## src/logic/twsm_pkg.sv

```systemverilog
package twsm_pkg;

   // Byte offsets of the register map
   localparam logic [4:0] OFF_CFG   = 5'h00; // comm_config_reg
   localparam logic [4:0] OFF_MODE  = 5'h04; // serial_mode_reg
   localparam logic [4:0] OFF_DATA  = 5'h08; // serial_data_buffer_reg
   localparam logic [4:0] OFF_STAT  = 5'h0C; // serial_status_reg
   localparam logic [4:0] OFF_DIV   = 5'h10;
   localparam logic [4:0] OFF_PCE   = 5'h14; // peripheral_clock_enable_reg
   localparam logic [4:0] OFF_ISTAT = 5'h18;
   localparam logic [4:0] OFF_IMASK = 5'h1C;

   // Field positions
   localparam int CFG_TXE    = 0;
   localparam int CFG_RXE    = 1;
   localparam int CFG_DAP    = 2;
   localparam int CFG_CKP    = 3;
   localparam int CFG_MSB    = 4;
   localparam int CFG_LEN_LO = 8;
   localparam int MODE_ISEL  = 0;
   localparam int STAT_BFF   = 0;
   localparam int STAT_BUSY  = 1;
   localparam int STAT_OVF   = 2;
   localparam int STAT_RXV   = 3;
   localparam int IRQ_EVT    = 0;
   localparam int IRQ_OVF    = 1;

   // Word length held as length minus one, 7 to 16 bits
   localparam logic [3:0]  LEN_M1_MIN = 4'h6;
   localparam int          DIV_W      = 11;
   localparam logic [10:0] DIV_RST    = 11'h000;

   typedef struct packed {
      logic       txe;
      logic       rxe;
      logic       dap;
      logic       ckp;
      logic       msb;
      logic [3:0] len_m1;
   } twsm_cfg_t;

   localparam twsm_cfg_t CFG_RST = '{txe: 1'b0, rxe: 1'b0, dap: 1'b0,
                                     ckp: 1'b0, msb: 1'b1, len_m1: 4'h7};

   typedef enum logic {ST_IDLE, ST_SHIFT} twsm_state_t;

endpackage

```

## src/logic/twsm_sync.sv

```systemverilog
module twsm_sync (
   input  wire logic clock, // System clock
   input  wire logic rst,   // Async reset, active high
   input  wire logic d,     // Level from outside the domain
   output logic      q      // Synchronised level
);
   logic meta;

   always_ff @(posedge clock or posedge rst) begin
      if (rst) begin
         meta <= 1'b0;
         q    <= 1'b0;
      end else begin
         meta <= d;
         q    <= meta;
      end
   end
endmodule

```

## src/logic/twsm_top.sv

```systemverilog
// Functional notes
// - Data write while buffer full replaces the buffered transmit word.
// - Interrupt source select may change mid-transfer without stopping channel.
// - Master drives the serial clock itself and captures slave data.
// - One interrupt: transfer end or buffer empty, chosen by select bit. Here receive overflow also raises it when unmasked.
// - Receive overflow is the only error detected and flagged.
//
// Our own choices: register access over Avalon-MM and the address map.
module twsm_top
   import twsm_pkg::*;
(
   input  wire logic        clock,                    // 20 MHz system clock
   input  wire logic        rst,                      // Async reset
   input  wire logic [4:0]  address,                  // Byte address
   input  wire logic        read,                     // Read request
   input  wire logic        write,                    // Write request
   input  wire logic [31:0] writedata,                // Write data
   output logic      [31:0] readdata,                 // Read data
   output logic             waitrequest,              // Stall
   output logic             serial_clock_pin,         // Serial clock out
   output logic             serial_data_out_pin,      // Serial data out
   input  wire logic        serial_data_in_pin,       // Serial data in
   output logic             serial_channel_interrupt  // Level interrupt
);
   import twsm_pkg::*;

   function automatic logic out_bit(logic [15:0] w, logic [3:0] lm1,
                                    logic msb);
      return msb ? w[lm1] : w[0];
   endfunction

   function automatic logic [15:0] rx_in(logic [15:0] r, logic b,
                                         logic msb);
      return msb ? {r[14:0], b} : {b, r[15:1]};
   endfunction

   logic             sdi;
   twsm_cfg_t        cfg, next_cfg;
   logic             isel, next_isel;
   logic [10:0]      div, next_div;
   logic             pce, next_pce;
   logic [15:0]      buf_word, next_buf_word;
   logic             bff, next_bff;
   twsm_state_t      st, next_st;
   logic             half, next_half;
   logic [10:0]      cnt, next_cnt;
   logic [3:0]       bitn, next_bitn;
   logic [15:0]      tx_sh, next_tx_sh;
   logic [15:0]      rx_sh, next_rx_sh;
   logic [15:0]      rx_word, next_rx_word;
   logic             rxv, next_rxv;
   logic             ovf, next_ovf;
   logic [1:0]       ist, next_ist;
   logic [1:0]       imask, next_imask;
   logic             sclk, next_sclk;
   logic             sdo, next_sdo;
   logic             irq, next_irq;
   logic [31:0]      next_readdata;
   logic             next_wait;
   logic             w_en, r_en, ev_end, ev_empty, ev_ovf, chan_evt;
   logic             ovf_clr;
   logic [1:0]       ist_clr;
   logic [15:0]      rx_tmp, sh;

   // Serial input crosses from the slave's timing
   twsm_sync u_sync (
      .clock (clock),
      .rst   (rst),
      .d     (serial_data_in_pin),
      .q     (sdi)
   );

   assign w_en = write && !waitrequest;
   // Read is taken as the answer is built, so flag and data agree
   assign r_en = read && waitrequest;

   // Bus handshake: one wait cycle, then the answer
   always_comb begin
      next_wait     = 1'b1;
      next_readdata = readdata;
      if ((read || write) && waitrequest) begin
         next_wait     = 1'b0;
         next_readdata = 32'h0000_0000;
         if (read) begin
            case (address)
               OFF_CFG: begin
                  next_readdata[CFG_TXE] = cfg.txe;
                  next_readdata[CFG_RXE] = cfg.rxe;
                  next_readdata[CFG_DAP] = cfg.dap;
                  next_readdata[CFG_CKP] = cfg.ckp;
                  next_readdata[CFG_MSB] = cfg.msb;
                  next_readdata[CFG_LEN_LO +: 4] = cfg.len_m1;
               end
               OFF_MODE:  next_readdata[MODE_ISEL] = isel;
               OFF_DATA:  next_readdata[15:0] = rx_word;
               OFF_STAT: begin
                  next_readdata[STAT_BFF]  = bff;
                  next_readdata[STAT_BUSY] = (st == ST_SHIFT);
                  next_readdata[STAT_OVF]  = ovf;
                  next_readdata[STAT_RXV]  = rxv;
               end
               OFF_DIV:   next_readdata[DIV_W-1:0] = div;
               OFF_PCE:   next_readdata[0] = pce;
               OFF_ISTAT: next_readdata[1:0] = ist;
               OFF_IMASK: next_readdata[1:0] = imask;
               default:   next_readdata = 32'h0000_0000;
            endcase
         end
      end
   end

   always_ff @(posedge clock or posedge rst) begin
      if (rst) begin
         waitrequest <= 1'b1;
         readdata    <= 32'h0000_0000;
      end else begin
         waitrequest <= next_wait;
         readdata    <= next_readdata;
      end
   end

   // Channel core
   always_comb begin
      next_cfg      = cfg;
      next_isel     = isel;
      next_div      = div;
      next_pce      = pce;
      next_buf_word = buf_word;
      next_bff      = bff;
      next_st       = st;
      next_half     = half;
      next_cnt      = cnt;
      next_bitn     = bitn;
      next_tx_sh    = tx_sh;
      next_rx_sh    = rx_sh;
      next_rx_word  = rx_word;
      next_rxv      = rxv;
      next_imask    = imask;
      next_sclk     = sclk;
      next_sdo      = sdo;
      ev_end        = 1'b0;
      ev_empty      = 1'b0;
      ev_ovf        = 1'b0;
      ovf_clr       = 1'b0;
      ist_clr       = 2'b00;
      rx_tmp        = rx_sh;
      sh            = tx_sh;
      // Read clears first so a word finishing now still sets the flag
      if (r_en && address == OFF_DATA)
         next_rxv = 1'b0;

      case (st)
         ST_IDLE: begin
            next_sclk = cfg.ckp;
            if (bff && (cfg.txe || cfg.rxe)) begin
               next_tx_sh = buf_word;
               next_bff   = 1'b0;
               ev_empty   = 1'b1;
               next_rx_sh = 16'h0000;
               next_bitn  = 4'h0;
               next_half  = 1'b0;
               next_cnt   = div;
               next_st    = ST_SHIFT;
               if (!cfg.dap)
                  next_sdo = out_bit(buf_word, cfg.len_m1, cfg.msb);
            end
         end
         ST_SHIFT: begin
            if (cnt != 11'h000) begin
               next_cnt = cnt - 11'h001;
            end else begin
               next_cnt  = div;
               next_sclk = ~sclk;
               if (!half) begin
                  next_half = 1'b1;
                  if (cfg.dap)
                     next_sdo = out_bit(tx_sh, cfg.len_m1, cfg.msb);
                  else
                     next_rx_sh = rx_in(rx_sh, sdi, cfg.msb);
               end else begin
                  next_half = 1'b0;
                  if (cfg.dap)
                     rx_tmp = rx_in(rx_sh, sdi, cfg.msb);
                  sh = cfg.msb ? {tx_sh[14:0], 1'b0} : {1'b0, tx_sh[15:1]};
                  next_rx_sh = rx_tmp;
                  next_tx_sh = sh;
                  if (!cfg.dap)
                     next_sdo = out_bit(sh, cfg.len_m1, cfg.msb);
                  if (bitn == cfg.len_m1) begin
                     ev_end = 1'b1;
                     if (cfg.rxe) begin
                        ev_ovf       = next_rxv;
                        next_rxv     = 1'b1;
                        next_rx_word = cfg.msb ? rx_tmp :
                           rx_tmp >> (4'hF - cfg.len_m1);
                     end
                     // Continuous: a waiting word starts with no gap
                     if (bff) begin
                        next_tx_sh = buf_word;
                        next_bff   = 1'b0;
                        ev_empty   = 1'b1;
                        next_rx_sh = 16'h0000;
                        next_bitn  = 4'h0;
                        if (!cfg.dap)
                           next_sdo = out_bit(buf_word, cfg.len_m1,
                                              cfg.msb);
                     end else begin
                        next_st = ST_IDLE;
                     end
                  end else begin
                     next_bitn = bitn + 4'h1;
                  end
               end
            end
         end
         default: next_st = ST_IDLE;
      endcase

      // Bus side after the core so a write beside a load is kept
      if (w_en) begin
         case (address)
            OFF_PCE: next_pce = writedata[0];
            OFF_CFG: begin
               // Frame format is held steady while shifting
               if (pce && st == ST_IDLE) begin
                  next_cfg.txe = writedata[CFG_TXE];
                  next_cfg.rxe = writedata[CFG_RXE];
                  next_cfg.dap = writedata[CFG_DAP];
                  next_cfg.ckp = writedata[CFG_CKP];
                  next_cfg.msb = writedata[CFG_MSB];
                  next_cfg.len_m1 =
                     (writedata[CFG_LEN_LO +: 4] < LEN_M1_MIN) ?
                     LEN_M1_MIN : writedata[CFG_LEN_LO +: 4];
               end
            end
            OFF_MODE: if (pce) next_isel = writedata[MODE_ISEL];
            OFF_DATA: begin
               if (pce) begin
                  next_buf_word = writedata[15:0];
                  next_bff      = 1'b1;
               end
            end
            OFF_DIV:   if (pce) next_div = writedata[DIV_W-1:0];
            OFF_STAT:  ovf_clr = writedata[STAT_OVF];
            OFF_ISTAT: ist_clr = writedata[1:0];
            OFF_IMASK: next_imask = writedata[1:0];
            default: ;
         endcase
      end

      chan_evt = isel ? ev_empty : ev_end;
      // Setting wins over a clear in the same cycle
      next_ovf = (ovf && !ovf_clr) || ev_ovf;
      next_ist = (ist & ~ist_clr) | {ev_ovf, chan_evt};
      if (!cfg.txe)
         next_sdo = 1'b0;

      // Clock removed: channel returns to its reset state, save received word, buffered word, shift registers, divider count, interrupt status and mask
      if (!next_pce) begin
         next_cfg      = CFG_RST;
         next_isel     = 1'b0;
         next_div      = DIV_RST;
         next_bff      = 1'b0;
         next_st       = ST_IDLE;
         next_half     = 1'b0;
         next_bitn     = 4'h0;
         next_rxv      = 1'b0;
         next_ovf      = 1'b0;
         next_sclk     = CFG_RST.ckp;
         next_sdo      = 1'b0;
      end
      next_irq = |(next_ist & next_imask);
   end

   always_ff @(posedge clock or posedge rst) begin
      if (rst) begin
         cfg      <= CFG_RST;
         isel     <= 1'b0;
         div      <= DIV_RST;
         pce      <= 1'b0;
         buf_word <= 16'h0000;
         bff      <= 1'b0;
         st       <= ST_IDLE;
         half     <= 1'b0;
         cnt      <= 11'h000;
         bitn     <= 4'h0;
         tx_sh    <= 16'h0000;
         rx_sh    <= 16'h0000;
         rx_word  <= 16'h0000;
         rxv      <= 1'b0;
         ovf      <= 1'b0;
         ist      <= 2'b00;
         imask    <= 2'b00;
         sclk     <= 1'b0;
         sdo      <= 1'b0;
         irq      <= 1'b0;
      end else begin
         cfg      <= next_cfg;
         isel     <= next_isel;
         div      <= next_div;
         pce      <= next_pce;
         buf_word <= next_buf_word;
         bff      <= next_bff;
         st       <= next_st;
         half     <= next_half;
         cnt      <= next_cnt;
         bitn     <= next_bitn;
         tx_sh    <= next_tx_sh;
         rx_sh    <= next_rx_sh;
         rx_word  <= next_rx_word;
         rxv      <= next_rxv;
         ovf      <= next_ovf;
         ist      <= next_ist;
         imask    <= next_imask;
         sclk     <= next_sclk;
         sdo      <= next_sdo;
         irq      <= next_irq;
      end
   end

   assign serial_clock_pin         = sclk;
   assign serial_data_out_pin      = sdo;
   assign serial_channel_interrupt = irq;
endmodule

```

## config.mk

```make
export PLATFORM = sky130hd
export DESIGN_NAME = twsm_top
export DESIGN_NICKNAME = d
export VERILOG_FILES = /design/src/logic/twsm_pkg.sv /design/src/logic/twsm_sync.sv /design/src/logic/twsm_top.sv
export SDC_FILE = /design/constraint.sdc
export NUM_CORES = 1
export LEC_CHECK = 0
export ABC_AREA = 1
export BUFFER_PORTS_ARGS = -buffer_cell sky130_fd_sc_hd__buf_2
export CAP_MARGIN = 15
export CORE_MARGIN = 1.5
export CORE_UTILIZATION = 55
export CTS_CLUSTER_DIAMETER = 100
export DETAILED_ROUTE_END_ITERATION = 6
export PLACE_DENSITY_LB_ADDON = 0.08
export SLEW_MARGIN = 30
export SYNTH_ARGS = -nofsm -noshare
export SYNTH_HDL_FRONTEND = slang
export SYNTH_HIERARCHICAL = 1
export SYNTH_SLANG_ARGS = --single-unit
```

## constraint.sdc

```tcl
create_clock -name clock -period 5.69 [get_ports clock]
set_input_delay 0.8535 -clock clock [delete_from_list [all_inputs] [get_ports clock]]
set_output_delay 0.8535 -clock clock [all_outputs]
set_load 0.005 [all_outputs]
```

==> results by group, run 1 <==
Run status
  • Run status: finished, final reports clean

Power
  • Power share of the sequential group: 40.2%
  • Power density normalized to cell area: 301 nW/um^2
  • Internal power: 0.00181 W
  • Static power due to leakage: 4.05 nW
  • VDD IR-drop max: 248 uV
  • Switching portion of total power: 32.2%
  • Switching component of the power: 0.000860 W
  • Part of the total power dissipated in the clock network: 42.9%
  • Combinational share of power: 16.8%
  • Total chip power: 0.00267 W

Timing
  • Final count of negative-setup-slack endpoints: 0
  • Worst Max-Slew Pin Slew: 937 ps
  • Fin Setup TNS: 0 ps
  • Upper clock frequency limit: 0.270 GHz
  • Final Cycle Share: 65.2%
  • Slew margin rel.: 37.5%
  • Worst hold-check slack: 307 ps
  • Hold Fails Final Rpt: 0
  • Worst clock skew: 8.33 ps
  • Unrepaired setup endpoints after global routing: no
  • Final worst-path setup slack: 1980 ps
  • Final Critical Period: 3710 ps
  • Max-slew violation count: 0

Finish
  • Footprint of the multi-input gates: 4020 um^2
  • Total inserted antenna cells: 0
  • Fraction of final layout cells with drive strength greater than 1: 14.5%
  • Filler cell count in the final layout: 1358
  • Syn-to-layout area delta: 9.14%
  • Final non-filler cell total: 1292
  • NumNets Final: 1139
  • Sequential Area: 3310 um^2

Worst setup path
  • Total number of cells along the worst setup path: 11
  • Critical-path cell list: inv_4 > nand2_1 > a21oi_1 > nand2_2 > inv_1 > nand3_1 > inv_1 > nand3_1 > o21ai_0 > nand2_1 > nand2_1
  • Worst reg2reg path startpoint: cfg[0]
  • Worst r2r dst: serial_channel_interrupt
  • Type of the worst setup path: reg2reg
  • Launching element type of the critical path: flop
  • Signal arrival time at the worst endpoint: 4000 ps
  • CP dominant cell by count: nand2_1
  • Slowest stage cell on the critical path: dfstp_2
  • Sum of buffers and inverters on the critical path: 3
  • Critical path endpoint: serial_channel_interrupt
  • Critical path data required time: 5980 ps
  • CP max FO: 53
  • Slack of the worst reg-to-reg path: 1980 ps
  • Kind of end point of the critical path: flop
  • Critical path's top delay family: simple AND/OR/NAND/NOR gates
  • Crit-path max cell delay: 1150 ps
  • FF-to-FF path depth: 11
  • Setup crit start: cfg[0]

Routing
  • First-pass detailed-route iteration total: 5
  • Detailed Route Iter0 Violations: 705
  • Sum of routed wire length over all layers: 22.3 mm
  • Post-detailed-route via-to-cell ratio: 5.86
  • Overall via count from detail_route: 7574
  • Antenna Violating Nets Remaining: 0
  • Wire per inst: 17.3 um
  • Remaining DRCs: 0

Global routing
  • Wire length of the first global-routing pass: 36.6 mm
  • Residual overflow from global routing: 0
  • Number of global-route vias before repair: 7067
  • Largest net degree at the start of global routing: 79
  • Aggregate global-route resource usage: 29.5%
  • Initial antenna violation count: 0

Clock network
  • Clock tree from TritonCTS: built
  • Root Buffer: clkbuf_16
  • Number of buffers inserted by hold repair at cts: 0
  • Clock Sinks: 132
  • Clock insertion delay at the later pin of the skew report: 420 ps
  • H-tree lvl count: 4
  • CTS max path bufs: 2
  • Number of buffers added by the clock tree synthesis step: 17
  • Clock-pin transition on the worst setup and hold timing paths: 60 ps
  • Post-CTS setup buffer count: 0
  • Count of cells resized by post-cts repair: 0

Synth
  • Share of the synthesized area in the top cell type: 39.0%
  • Average footprint of a synthesized cell: 7.52 um^2
  • Leading post-synthesis cells by cell area: dfrtp_1 39%, nand2_1 13%, o21ai_0 8.1%
  • Number of flops mapped to enable cells by yosys: 0
  • Post-synthesis instance total: 1083
  • Post-synth design cell area: 8140 um^2
  • Cell with the most instances after synthesis: nand2_1
  • Commonest cells post-synth: 276 x nand2_1, 131 x o21ai_0, 127 x dfrtp_1, 102 x inv_1, 82 x nand3_1
  • Most common flop cell mapped by yosys: dfrtp_1
  • Leading area contributor after synthesis: dfrtp_1
  • Sequential element share of the synthesized area: 40.6%
  • Warnings from Yosys: 6
  • Cell variety after synth: 54
  • Post-synthesis register bit count: 132
  • Async set-reset flop share out of synthesis: 100%

Placed design
  • Number of port buffers: 45
  • Dpl ws: 2140 ps
  • Cell count after placement: 1259
  • Final HPWL DP: 15.1 mm
  • GP Congestion: 0.912

Floorplan
  • Count of standard-cell rows: 44
  • Core region area: 14500 um^2
  • I/O pins: 78
  • Die span in x: 125 um
  • Effective utilization at floorplan: 56.2%
  • Total Die Area: 15500 um^2
  • Chip Height: 125 um

Worst hold path
  • Worst hold path type: in2async

Job
  • Count of max-cap constraint violations: 0
==> per-layer routing <==
metal / up-vias / GRT usage (%) / wire, um / part of all wire [%]
li1: 3635 / - / - / -
met1: 3596 / 41.7 / 10000 / 45
met2: 304 / 44.9 / 10200 / 46
met3: 39 / 6.87 / 1470 / 6.6
met4: 0 / 9.80 / 557 / 2.5
met5: - / 0 / 0 / 0
==> registers in the layout, indices dropped and copies added (netlist names), 2 cells and up <==
register  count
rx_sh        16
readdata     16
cfg           9
ist           2
rx_word      16
buf_word     16
bitn          4
tx_sh        16
cnt          11
div          11
imask         2
==> cells by family (layout without fill, tap and decap cells) <==
group,Yosys count,in the layout,share of synthesized area [%]
mux,13,13,1.75
fa+ha+maj,2,2,0.307
buf+inv,184,194,10.8
flops,132,132,40.6
other cells,1,16,0.0461
xor+xnor,6,6,0.645
simple gates,448,448,24.0
compound gates,297,297,21.8
==> metrics by stage <==
step | cell area (um^2) | util [%]
5_1_grt | 8890 | 61.4
6_report | 8890 | 61.4
2_1_floorplan | 8200 | -
3_3_place_gp | 8240 | 56.9
4_1_cts | 8850 | 61.2
3_5_place_dp | 8240 | 56.9
==> layout make-up <==
cell class | count | share of cell area (%)
Tap cell | 184 | 2.59
Sequential cell | 132 | 37.2
Multi-Input combinational cell | 782 | 45.2
Clock buffer | 18 | 4.94
Timing Repair Buffer | 49 | 3.10
Clock inverter | 14 | 1.97
Inverter | 113 | 4.97
==> worst min-delay path by stage <==
stage / endpoint / slack (ps) / depth (start not counted)
6_report: u_sync/meta / 310 / 2
3_3_place_gp: u_sync/q / 340 / 0
4_1_cts: u_sync/meta / 300 / 2
2_1_floorplan: u_sync/q / 330 / 0
5_1_grt: u_sync/meta / 310 / 2
3_5_place_dp: u_sync/q / 340 / 0
==> placed cells by master (no fill, tap or decap), types with 10 or more instances in the layout <==
| master | Yosys | final |
|---|---|---|
| nand2_1 | 276 | 276 |
| o21ai_0 | 131 | 131 |
| dfrtp_1 | 127 | 127 |
| inv_1 | 102 | 101 |
| nand3_1 | 82 | 81 |
| buf_2 | 21 | 45 |
| a21oi_1 | 43 | 43 |
| nor2_1 | 39 | 38 |
| o211ai_1 | 32 | 32 |
| o21ai_1 | 25 | 25 |
| o21ai_2 | 20 | 20 |
| clkbuf_16 | 0 | 17 |
| conb_1 | 1 | 16 |
| o22ai_1 | 13 | 13 |
| nor2_2 | 10 | 11 |
| mux2_2 | 10 | 10 |
| nor3_1 | 10 | 10 |
==> power by group through the flow <==
stage / sequential, W / clock (W) / combinational, W
after floorplan: 0.00101 / 0 / 0.000418
final: 0.00108 / 0.00115 / 0.000449
after CTS: 0.00107 / 0.00116 / 0.000444
after global routing: 0.00108 / 0.00121 / 0.000503
after global placement: 0.00109 / 0 / 0.000437
after detailed placement: 0.00109 / 0 / 0.000439
==> worst reg2reg max path, cell delays in order (launching register included) <==
cell	delay [ps]
dfstp_2	1150
inv_4	390
nand2_1	160
a21oi_1	80
nand2_2	170
inv_1	80
nand3_1	590
inv_1	420
nand3_1	200
o21ai_0	140
nand2_1	90
nand2_1	100
Power figures use the tool's default switching activity.
==> run 2, diff against run 1 <==
- CORE_UTILIZATION: 55 -> 54
- clock period: 5.69 -> 3.3 ns (I/O delays scaled with it)
==> run 2 against run 1 <==
  * The run now ends with DRC left
  * Global-route usage grew 0.059 points
  * Sequential share of layout area shrank 0.48 points
  * Worst setup slack lost 1100 ps
  * Fmax grew 51%
  * Critical endpoint unchanged
  * Critical path depth grew 3
  * Flip-flop and latch count is the same
==> results by group, run 2 (same netlist as run 1, synthesis figures left out) <==
Run status
  • Run status: complete, but fails checks
  • Failing checks: DRC

Routing
  • Post-detailed-route via-to-cell ratio: 5.83 (-0.47%)
  • First-pass detailed-route iteration total: 7 (+2)
  • Wire per inst: 17.1 um (-0.67%)
  • Sum of routed wire length over all layers: 22.5 mm (+0.79%)
  • Overall via count from detail_route: 7649 (+0.99%)
  • Antenna Violating Nets Remaining: 0 (unchanged)
  • Remaining DRCs: 3 (+3)
  • Detailed Route Iter0 Violations: 801 (+14%)

Timing
  • Upper clock frequency limit: 0.408 GHz (+51%)
  • Final Critical Period: 2450 ps (-1260 ps)
  • Final worst-path setup slack: 850 ps (-1130 ps)
  • Slew margin rel.: 45.0% (+7.4 points)
  • Worst clock skew: 10.3 ps (+2.02 ps)
  • Final count of negative-setup-slack endpoints: 0 (unchanged)
  • Unrepaired setup endpoints after global routing: no
  • Fin Setup TNS: 0 ps (unchanged)
  • Max-slew violation count: 0 (unchanged)
  • Worst Max-Slew Pin Slew: 825 ps (-112 ps)
  • Final Cycle Share: 74.3% (+9.1 points)
  • Hold Fails Final Rpt: 0 (unchanged)

Power
  • VDD IR-drop max: 416 uV (+68%)
  • Static power due to leakage: 4.14 nW (+2.1%)
  • Internal power: 0.00311 W (+71%)
  • Power density normalized to cell area: 514 nW/um^2 (+71%)
  • Switching portion of total power: 32.8% (+0.64 points)
  • Switching component of the power: 0.00152 W (+77%)
  • Part of the total power dissipated in the clock network: 42.3% (-0.6 points)
  • Power share of the sequential group: 38.7% (-1.5 points)
  • Total chip power: 0.00463 W (+73%)
  • Combinational share of power: 19.0% (+2.2 points)

Worst setup path
  • Setup crit start: cnt[0]
  • Signal arrival time at the worst endpoint: 2800 ps (-1200 ps)
  • Critical path endpoint: serial_channel_interrupt
  • FF-to-FF path depth: 14 (+3)
  • Crit-path max cell delay: 370 ps (-780 ps)
  • Kind of end point of the critical path: flop
  • Slack of the worst reg-to-reg path: 850 ps (-1130 ps)
  • Worst r2r dst: serial_channel_interrupt
  • CP dominant cell by count: nand3_1
  • Critical-path cell list: inv_1 > ha_1 > nand2_2 > nor2_4 > nand2_4 > nor2_2 > nand3_1 > nor2_2 > nand3_1 > inv_1 > nand3_1 > o21ai_0 > nand2_1 > nand2_1
  • Slowest stage cell on the critical path: dfrtp_1
  • Worst reg2reg path startpoint: cnt[0]
  • Critical path data required time: 3650 ps (-2330 ps)
  • Type of the worst setup path: reg2reg
  • Launching element type of the critical path: flop
  • CP max FO: 12 (-77%)

Clock network
  • H-tree lvl count: 4 (unchanged)
  • Clock Sinks: 132 (unchanged)
  • Clock-pin transition on the worst setup and hold timing paths: 60 ps (about the same)
  • Post-CTS setup buffer count: 0 (unchanged)
  • CTS max path bufs: 2 (unchanged)
  • Number of buffers added by the clock tree synthesis step: 17 (unchanged)
  • Count of cells resized by post-cts repair: 0 (unchanged)
  • Root Buffer: clkbuf_16
  • Number of buffers inserted by hold repair at cts: 1 (+1)
  • Clock insertion delay at the later pin of the skew report: 430 ps (about the same)
  • Clock tree from TritonCTS: built

Finish
  • Syn-to-layout area delta: 10.6%
  • Leading cell type in the layout, fill and taps excluded: nand2_1
  • Fraction of final layout cells with drive strength greater than 1: 15.6% (+1.1 points)
  • Total inserted antenna cells: 0 (unchanged)
  • NumNets Final: 1158 (+1.7%)
  • Most frequent cells in the layout: 276 x nand2_1, 131 x o21ai_0, 127 x dfrtp_1, 101 x inv_1, 82 x nand3_1
  • Post-route cell area: 9000 um^2 (+1.3%)

Placed design
  • Number of port buffers: 45 (unchanged)
  • Area after DPL: 8390 um^2 (+1.8%)
  • Dpl ws: 888 ps (-1250 ps)
  • GP Congestion: 0.947 (+3.8%)
  • Final HPWL DP: 15.9 mm (+5.4%)

Floorplan
  • I/O pins: 78 (unchanged)
  • Count of standard-cell rows: 44 (unchanged)
  • Die span in x: 126 um (+0.90%)
  • Total Die Area: 15800 um^2 (+1.8%)
  • Effective utilization at floorplan: 55.6% (-0.63 points)
  • Core region area: 14600 um^2 (+1.1%)
  • Chip Height: 126 um (+0.90%)

Job
  • Count of max-cap constraint violations: 0 (unchanged)

Global routing
  • Aggregate global-route resource usage: 29.6% (+0.059 points)
  • Initial antenna violation count: 0 (unchanged)
  • Wire length of the first global-routing pass: 36.7 mm (+0.45%)
  • Largest net degree at the start of global routing: 62 (-22%)
  • Number of global-route vias before repair: 6946 (-1.7%)
  • Residual overflow from global routing: 0 (unchanged)

Worst hold path
  • Worst hold path type: in2reg
run 2: through the flow:
stage,hold WS [ps],instances,utilization (%)
floorplan,236,1098,-
global placement,335,1278,57.3
detailed placement,345,1278,57.3
CTS,155,1311,61.5
global route,159,1311,61.5
finish,169,1311,61.5
run 2: worst max-delay path, delay by kind of cell, from the launching register on:
kind	cells	cell delay, ps
adder cells (fa/ha/maj)	1	220
flip-flops	1	370
buffers and inverters	2	410
AO/OA/AOI/OAI	1	160
AND/OR/NAND/NOR	10	1180
run 2: power by group through the flow:
stage / Combinational [W] / Sequential [W] / Clock [W]
after floorplan: 0.000721 / 0.00175 / 0
after global placement: 0.000858 / 0.00181 / 0
after detailed placement: 0.000858 / 0.00182 / 0
after CTS: 0.000864 / 0.00179 / 0.00197
after global routing: 0.000984 / 0.00180 / 0.00204
final: 0.000881 / 0.00179 / 0.00195
run 2: area by class of cell:
class	count	area, um^2
Inverter	113	440
Fill cell	1324	5640
Tap cell	184	230
Clock buffer	20	457
Clock inverter	12	144
Multi-Input combinational cell	782	4010
Timing Repair Buffer	68	413
Sequential cell	132	3310
run 2: worst min-delay path by stage:
stage | from | to | slack (ps) | cells past startpoint
3_5_place_dp | u_sync/meta | u_sync/q | 350 | 0
3_3_place_gp | u_sync/meta | u_sync/q | 330 | 0
5_1_grt | serial_data_in_pin | u_sync/meta | 160 | 1
2_1_floorplan | rst | u_sync/meta | 240 | 1
6_report | serial_data_in_pin | u_sync/meta | 170 | 1
4_1_cts | serial_data_in_pin | u_sync/meta | 150 | 1
run 2: layer usage:
metal | wire, um | global-route usage (%) | vias to the layer above
li1 | - | - | 3678
met1 | 10100 | 41.6 | 3597
met2 | 10000 | 44.8 | 311
met3 | 1490 | 5.18 | 63
met4 | 821 | 13.5 | 0
met5 | 0 | 0 | -
